$ cat config.mk
export PLATFORM = sky130hd
export DESIGN_NAME = dispenser_error_manager
export DESIGN_NICKNAME = d
export VERILOG_FILES = /design/src/core/err_mgr_pkg.sv /design/src/core/timeout_counter.sv /design/src/core/dispenser_error_manager.sv
export VERILOG_INCLUDE_DIRS = /design/src /design/src/core
export SDC_FILE = /design/constraint.sdc
export NUM_CORES = 1
export LEC_CHECK = 0
export ABC_CLOCK_PERIOD_IN_PS = 3880
export BUFFER_PORTS_ARGS = -buffer_cell sky130_fd_sc_hd__buf_4
export CORE_AREA = 2 2 131 69
export CTS_CLUSTER_DIAMETER = 200
export DETAILED_ROUTE_END_ITERATION = 16
export DIE_AREA = 0 0 133 71
export PLACE_DENSITY_LB_ADDON = 0.12
export SLEW_MARGIN = 10
export SYNTH_ARGS = -nofsm -noshare
export SYNTH_HDL_FRONTEND = slang
export SYNTH_HIERARCHICAL = 1
export SYNTH_SLANG_ARGS = --single-unit
export TNS_END_PERCENT = 30
$ cat constraint.sdc
create_clock -name mclk_in -period 3.88 [get_ports mclk_in]
set_input_delay 0.194 -clock mclk_in [delete_from_list [all_inputs] [get_ports mclk_in]]
set_output_delay 0.194 -clock mclk_in [all_outputs]
set_load 0.005 [all_outputs]
$ cat src/core/err_mgr_cfg.svh
// constants for the dispenser error manager
`ifndef ERR_MGR_CFG_SVH
`define ERR_MGR_CFG_SVH
`define CLK_HZ          50000000
`define POLL_LIMIT_S    5
`define PULSE_LIMIT_S   6
`define POLL_CYCLES     (`POLL_LIMIT_S * `CLK_HZ)
`define PULSE_CYCLES    (`PULSE_LIMIT_S * `CLK_HZ)
`define RETRY_LIMIT     3
`define N_FATAL         7
`define N_SOFT          9
// soft fault indices
`define S_DISP1   0
`define S_DISP2   1
`define S_LINK    2
`define S_SETUP   3
`define S_PRESS   4
`define S_FLOW    5
`define S_TEMP    6
`define S_PSENS   7
`define S_PULSER  8
`define NO_CODE   16'h0000
`endif

$ cat src/core/err_mgr_pkg.sv
// types shared by the error manager files
package err_mgr_pkg;
  typedef logic [15:0] host_code_t;  // two ascii characters
  typedef enum logic [2:0] {
    ST_IDLE  = 3'b001,  // no error
    ST_SOFT  = 3'b010,  // non-fatal active
    ST_FATAL = 3'b100   // latched until power-off
  } err_state_e;
endpackage : err_mgr_pkg

$ cat src/core/timeout_counter.sv
// watchdog counter: expires when kick is absent for limit cycles
`timescale 1ns/100ps
module timeout_counter #(
  parameter int unsigned LIMIT = 1000
) (
  input  wire logic mclk_in,     // system clock
  input  wire logic rst_b_in,    // sync reset, active low
  input  wire logic run_in,      // counting allowed
  input  wire logic kick_in,     // restart the count
  output logic      expired_out  // limit reached, level
);
  localparam int W = $clog2(LIMIT + 1);
  logic [W-1:0] cnt_q;  // elapsed cycles
  logic [W-1:0] cnt_d;
  logic         exp_q;
  logic         exp_d;
  // next count
  always_comb begin
    cnt_d = cnt_q;
    exp_d = exp_q;
    if (!run_in || kick_in) begin
      cnt_d = '0;
      exp_d = 1'b0;
    end else if (cnt_q >= W'(LIMIT - 1)) begin
      exp_d = 1'b1;
    end else begin
      cnt_d = cnt_q + W'(1);
    end
  end
  // registers
  always_ff @(posedge mclk_in) begin
    if (!rst_b_in) begin
      cnt_q <= '0;
      exp_q <= 1'b0;
    end else begin
      cnt_q <= cnt_d;
      exp_q <= exp_d;
    end
  end
  assign expired_out = exp_q;
endmodule : timeout_counter

$ cat src/core/dispenser_error_manager.sv
// error supervision: classify, stop delivery, show and report codes
`timescale 1ns/100ps
`include "err_mgr_cfg.svh"
module dispenser_error_manager
  import err_mgr_pkg::*;
#(
  parameter int unsigned POLL_CYCLES  = `POLL_CYCLES,
  parameter int unsigned PULSE_CYCLES = `PULSE_CYCLES,
  parameter int unsigned RETRIES      = `RETRY_LIMIT
) (
  input  wire logic        mclk_in,           // system clock 50 MHz
  input  wire logic        rst_b_in,          // power-on reset, low
  input  wire logic [6:0]  fatal_fault_in,    // inherent fatal causes
  input  wire logic [8:0]  soft_fault_in,     // field causes, 2 from link
  input  wire logic        host_present_in,   // host attached
  input  wire logic        host_poll_in,      // one pulse per poll
  input  wire logic        valve_open_in,     // solenoid valve open
  input  wire logic        flow_pulse_in,     // pulser pulse
  input  wire logic        restart_req_in,    // restart attempt pulse
  input  wire logic        restart_ok_in,     // restart delivered flow
  output logic             halt_out,          // stop delivery
  output logic             fatal_out,         // latched fatal
  output logic [4:0]       show_code_out,     // displayed error index
  output logic             show_fatal_out,    // display fatal form
  output logic             report_out,        // host code valid
  output logic [7:0]       code_first_out,    // first ascii byte
  output logic [7:0]       code_second_out    // second ascii byte
);
  // fatal code table, by fatal index
  function automatic host_code_t fatal_code(input logic [4:0] i);
    case (i)
      5'h00:   fatal_code = 16'h3330;  // data congruence 30
      5'h01:   fatal_code = 16'h3131;  // program memory 11
      5'h02:   fatal_code = 16'h3130;  // ram 10
      5'h03:   fatal_code = 16'h3135;  // nonvolatile 15
      5'h04:   fatal_code = 16'h3232;  // totalizer 22
      5'h05:   fatal_code = 16'h3437;  // spare inputs 47
      5'h06:   fatal_code = 16'h3432;  // mass flow meter 42
      default: fatal_code = `NO_CODE;
    endcase
  endfunction : fatal_code
  // promoted soft codes
  function automatic host_code_t promo_code(input logic [4:0] i);
    case (i)
      5'h00, 5'h01: promo_code = 16'h4730;  // displays G0
      5'h04:   promo_code = 16'h4434;  // pressure D4
      5'h05:   promo_code = 16'h4737;  // high flow G7
      5'h06:   promo_code = 16'h4436;  // temp sensor D6
      5'h07:   promo_code = 16'h4435;  // pressure sensor D5
      5'h08:   promo_code = 16'h4731;  // pulser G1
      default: promo_code = `NO_CODE;
    endcase
  endfunction : promo_code
  // active soft codes
  function automatic host_code_t soft_code(input logic [4:0] i);
    case (i)
      5'h00, 5'h01: soft_code = 16'h3032;  // displays 02
      5'h02:   soft_code = 16'h3830;  // host link 80
      5'h03:   soft_code = 16'h3431;  // setup missing 41
      5'h04:   soft_code = 16'h3434;  // pressure 44
      5'h05:   soft_code = 16'h3737;  // high flow 77
      5'h06:   soft_code = 16'h3436;  // temp sensor 46
      5'h07:   soft_code = 16'h3435;  // pressure sensor 45
      5'h08:   soft_code = 16'h3731;  // pulser 71
      default: soft_code = `NO_CODE;
    endcase
  endfunction : soft_code
  // lowest set bit index of a 9-bit vector
  function automatic logic [4:0] first_set(input logic [8:0] v);
    first_set = 5'h00;
    for (int k = 8; k >= 0; k--) begin
      if (v[k]) first_set = 5'(k);
    end
  endfunction : first_set

  logic link_to;    // poll watchdog expired
  logic pulse_to;   // pulser watchdog expired
  // host poll watchdog, only while a host is attached
  timeout_counter #(.LIMIT(POLL_CYCLES)) u_poll_wd (
    .mclk_in     (mclk_in),
    .rst_b_in    (rst_b_in),
    .run_in      (host_present_in),
    .kick_in     (host_poll_in),
    .expired_out (link_to)
  );
  logic pulse_seen_q;  // a pulse arrived since valve opened
  logic pulse_seen_d;
  // pulser watchdog counts from valve opening until first pulse
  always_comb begin
    pulse_seen_d = pulse_seen_q;
    if (!valve_open_in) pulse_seen_d = 1'b0;
    else if (flow_pulse_in) pulse_seen_d = 1'b1;
  end
  always_ff @(posedge mclk_in) begin
    if (!rst_b_in) pulse_seen_q <= 1'b0;
    else pulse_seen_q <= pulse_seen_d;
  end
  timeout_counter #(.LIMIT(PULSE_CYCLES)) u_pulse_wd (
    .mclk_in     (mclk_in),
    .rst_b_in    (rst_b_in),
    .run_in      (valve_open_in & ~pulse_seen_q),
    .kick_in     (flow_pulse_in),
    .expired_out (pulse_to)
  );

  logic [8:0] soft_all;  // every live non-fatal cause
  always_comb begin
    soft_all = soft_fault_in;
    soft_all[`S_LINK]   = soft_fault_in[`S_LINK] | link_to;
    soft_all[`S_PULSER] = soft_fault_in[`S_PULSER] | pulse_to;
  end

  err_state_e st_q;      // class state
  err_state_e st_d;
  logic [4:0] idx_q;     // error index shown
  logic [4:0] idx_d;
  logic       promo_q;   // fatal came from promotion
  logic       promo_d;
  logic [1:0] tries_q;   // failed restart attempts
  logic [1:0] tries_d;
  logic [15:0] code_q;   // host code register
  logic [15:0] code_d;
  logic       rep_q;
  logic       rep_d;
  // classification, retry and latch logic
  always_comb begin
    st_d    = st_q;
    idx_d   = idx_q;
    promo_d = promo_q;
    tries_d = tries_q;
    case (st_q)
      ST_IDLE: begin
        if (|fatal_fault_in) begin
          st_d    = ST_FATAL;
          idx_d   = first_set({2'b00, fatal_fault_in});
          promo_d = 1'b0;
        end else if (|soft_all) begin
          st_d  = ST_SOFT;
          idx_d = first_set(soft_all);
        end else if (restart_ok_in) begin
          tries_d = 2'd0;
        end
      end
      ST_SOFT: begin
        if (|fatal_fault_in) begin
          st_d    = ST_FATAL;
          idx_d   = first_set({2'b00, fatal_fault_in});
          promo_d = 1'b0;
        end else if (restart_req_in && (|soft_all)) begin
          if (tries_q >= 2'(RETRIES)) begin
            st_d    = ST_FATAL;
            promo_d = 1'b1;
          end else begin
            tries_d = tries_q + 2'd1;
          end
        end else if (!(|soft_all)) begin
          st_d = ST_IDLE;
        end else begin
          idx_d = first_set(soft_all);
        end
      end
      ST_FATAL: st_d = ST_FATAL;
      default:  st_d = ST_IDLE;
    endcase
  end
  // host code next value
  always_comb begin
    code_d = `NO_CODE;
    rep_d  = 1'b0;
    if (host_present_in && st_d != ST_IDLE) begin
      rep_d = 1'b1;
      if (st_d == ST_SOFT) code_d = soft_code(idx_d);
      else if (promo_d) code_d = promo_code(idx_d);
      else code_d = fatal_code(idx_d);
    end
  end
  // state registers
  always_ff @(posedge mclk_in) begin
    if (!rst_b_in) begin
      st_q    <= ST_IDLE;
      idx_q   <= 5'h00;
      promo_q <= 1'b0;
      tries_q <= 2'd0;
      code_q  <= `NO_CODE;
      rep_q   <= 1'b0;
    end else begin
      st_q    <= st_d;
      idx_q   <= idx_d;
      promo_q <= promo_d;
      tries_q <= tries_d;
      code_q  <= code_d;
      rep_q   <= rep_d;
    end
  end
  assign halt_out        = (st_q != ST_IDLE);
  assign fatal_out       = (st_q == ST_FATAL);
  assign show_code_out   = idx_q;
  assign show_fatal_out  = (st_q == ST_FATAL);
  assign report_out      = rep_q;
  assign code_first_out  = code_q[15:8];
  assign code_second_out = code_q[7:0];
endmodule : dispenser_error_manager

==> results.json <==
{
  "status": "finished clean",
  "ant_nets": 0,
  "first_global_vias": 4079,
  "rrSetupSlack_ps": 440,
  "rows": 24,
  "cp_cell_sequence": "or3b_2 > a32o_1 > a2111oi_0 > a211oi_1 > buf_4 > ha_1 > nor4_1 > o21ai_0 > o211ai_1 > o311ai_0",
  "critical_path_class": "reg2reg",
  "hold_viol_final": 0,
  "port_buffers": 44,
  "post_cts_buffers": 0,
  "finalCriticalPeriod_ps": 3440,
  "synth_edf_count": 0,
  "cp-end-kind": "flop",
  "synth_seq_cells": 82,
  "p_per_area_nw_per_um2": 383,
  "area_delta_synth_final_pct": 13.7,
  "die_w_um": 133,
  "start_util": 0.578,
  "track_usage": 0.274,
  "synth.distinct_cells": 82,
  "synth.most_common_cell": "dfxtp_1",
  "pin_count": 49,
  "slew_headroom": 0.280,
  "max-cap-violations": 0,
  "p_leak_nw": 1.93,
  "max_stage_delay_ps": 550,
  "drt_iter0_drc": 555,
  "root_buffer": "clkbuf_16",
  "drt_wl_total_um": 12700,
  "grt_max_degree": 40,
  "finalCritPeriodShare": 0.887,
  "peakVddDrop_v": 0.000266,
  "syn_area_per_cell_um2": 8.18,
  "finalMaxSlewViolations": 0,
  "ff_latch_area_um2": 1640,
  "cts_max_path_buffers": 2,
  "coreArea_um2": 8380,
  "hold_path.class": "in2reg",
  "tightest_slew_ps": 1080,
  "n_fill_cell": 707,
  "grt-ovfl-total": 0,
  "worst_slack_ps": 438,
  "crit_fanout": 9,
  "ctsResizeCount": 0,
  "multiInputGateArea_um2": 2970,
  "viasPerCell": 6.31,
  "ys.flop_type": "dfxtp_1",
  "post_dp_cell_area_um2": 5150,
  "numCtsBuffers": 9,
  "fin_skew_ps": 5.71,
  "rsz0062_at_grt": "false",
  "setup_tns_ps": 0,
  "total_power_mw": 2.11,
  "fp.dieH_um": 71,
  "fmax_ghz": 0.291,
  "cp-start-kind": "flop",
  "grt_first_pass_wirelength_um": 20500,
  "wl_per_cell_um": 17.1,
  "yosys-top-cells-count": "dfxtp_1, nor2_1, nand2_1, a21oi_1, nand3_1",
  "yosysWarningCount": 6,
  "worstPathRequired_ps": 4070,
  "synthDominantCellAreaShare": 0.339,
  "cts_max_level": 3,
  "nNetsFinal": 650,
  "first_pass_iters": 5,
  "synthArstFlopShare": 0,
  "crit_slowest_cell": "or3b_2",
  "antenna_found_initial": 0,
  "cts_hold_buf": 0,
  "cts_tree": "built",
  "cts_sinks": 82,
  "worst_skew_pair.late_latency_ps": 340,
  "drive_above_1_share": 0.159,
  "gp_congestion": 0.994,
  "vias": 4679,
  "synth_area_um2": 4840,
  "synth_cells": 592,
  "die_area_um2": 9440,
  "synth_largest_area_cell": "dfxtp_1",
  "dp_hpwl_um": 9110,
  "dp_slack_ps": 488,
  "setup_viol": 0,
  "synthTopCellsByArea": "dfxtp_1, nor2_1, a21oi_1, nand2_1, nand3_1",
  "yosysSeqAreaShare": 0.339,
  "stdcell_area_um2": 5500,
  "clk_pin_slew_ps": 60,
  "arrival_ps": 3630,
  "drc": 0,
  "antenna_cells": 0
}
per-layer routing:
layer,vias to the layer above,share of wire,GRT usage
li1,2276,-,-
met4,0,0.014,0.0705
met2,217,0.38,0.358
met3,20,0.096,0.103
met1,2166,0.51,0.414
met5,-,0,0
area by class of cell:
class,count,area share
clock buffer,9,0.0409
multi-input combinational,467,0.539
timing repair buffer,48,0.0655
sequential,82,0.298
tap,117,0.0266
inverter,11,0.00750
clock inverter,7,0.0225
worst paths after layout:
path,start,to,cells after the start
max reg2reg,st_q[0],code_q[10],10
max,st_q[0],code_q[10],10
min reg2reg,u_poll_wd/cnt_q[27],u_poll_wd/cnt_q[27],2
min,valve_open_in,pulse_seen_q,2
kinds of logic after synthesis:
logic type | after synthesis | share of synthesized area
xor gates and xnor gates | 19 | 0.0344
DFF | 82 | 0.339
muxes | 5 | 0.0103
AOI/OAI and AO/OA | 149 | 0.211
and+or+nand+nor | 283 | 0.335
other | 1 | 0.000775
buffers and inverters | 46 | 0.0507
adders and majority gates | 7 | 0.0181
registers in the layout, indices dropped and copies added, names as in the netlist:
name / count
pulse_seen_q: 1
show_code_out: 5
tries_q: 2
u_pulse_wd/expired_out: 1
code_q: 10
st_q: 3
report_out: 1
u_poll_wd/expired_out: 1
u_poll_wd/cnt_q: 28
promo_q: 1
u_pulse_wd/cnt_q: 29
power by group:
| part | switching, mW | internal, mW |
|---|---|---|
| Clock | 0.355 | 0.636 |
| Sequential | 0.0148 | 0.854 |
| Combinational | 0.149 | 0.101 |
critical path: cells and delay by family (launching register included):
family,cells,cell delay [ps]
compound gates,6,1400
fa+ha+maj,1,300
buf+inv,1,210
flops,1,480
simple gates,2,900
per-stage QoR:
step                      utilization  cells  hold WS (ps)
after floorplan                     -    595           327
after global placement          0.615    725           434
after detailed placement        0.615    725           438
after CTS                       0.657    741          86.9
after global routing            0.657    741          94.1
final                           0.657    741          90.6
placed cells by master, fill, tap and decap left out, drive strengths merged, types with 4 or more instances in the layout:
master	synthesis	layout
dfxtp	82	82
nor2	58	58
nand2	50	50
buf	22	48
a21oi	41	41
nand3	29	29
o21ai	27	27
nand4	20	20
or4	20	20
or3	20	20
nor3	17	17
xnor2	14	14
and3	14	14
inv	11	14
nor4	14	14
o31ai	12	12
o211ai	11	11
clkbuf	13	9
a211oi	8	8
ha	7	7
a31oi	6	6
a31o	6	6
and4	6	6
o21a	6	6
xor2	5	5
nor2b	5	5
nand2b	5	5
mux2i	5	5
nor3b	5	5
o22ai	4	4
conb	1	4
nor4b	4	4
(Power assumes the default switching activity.)
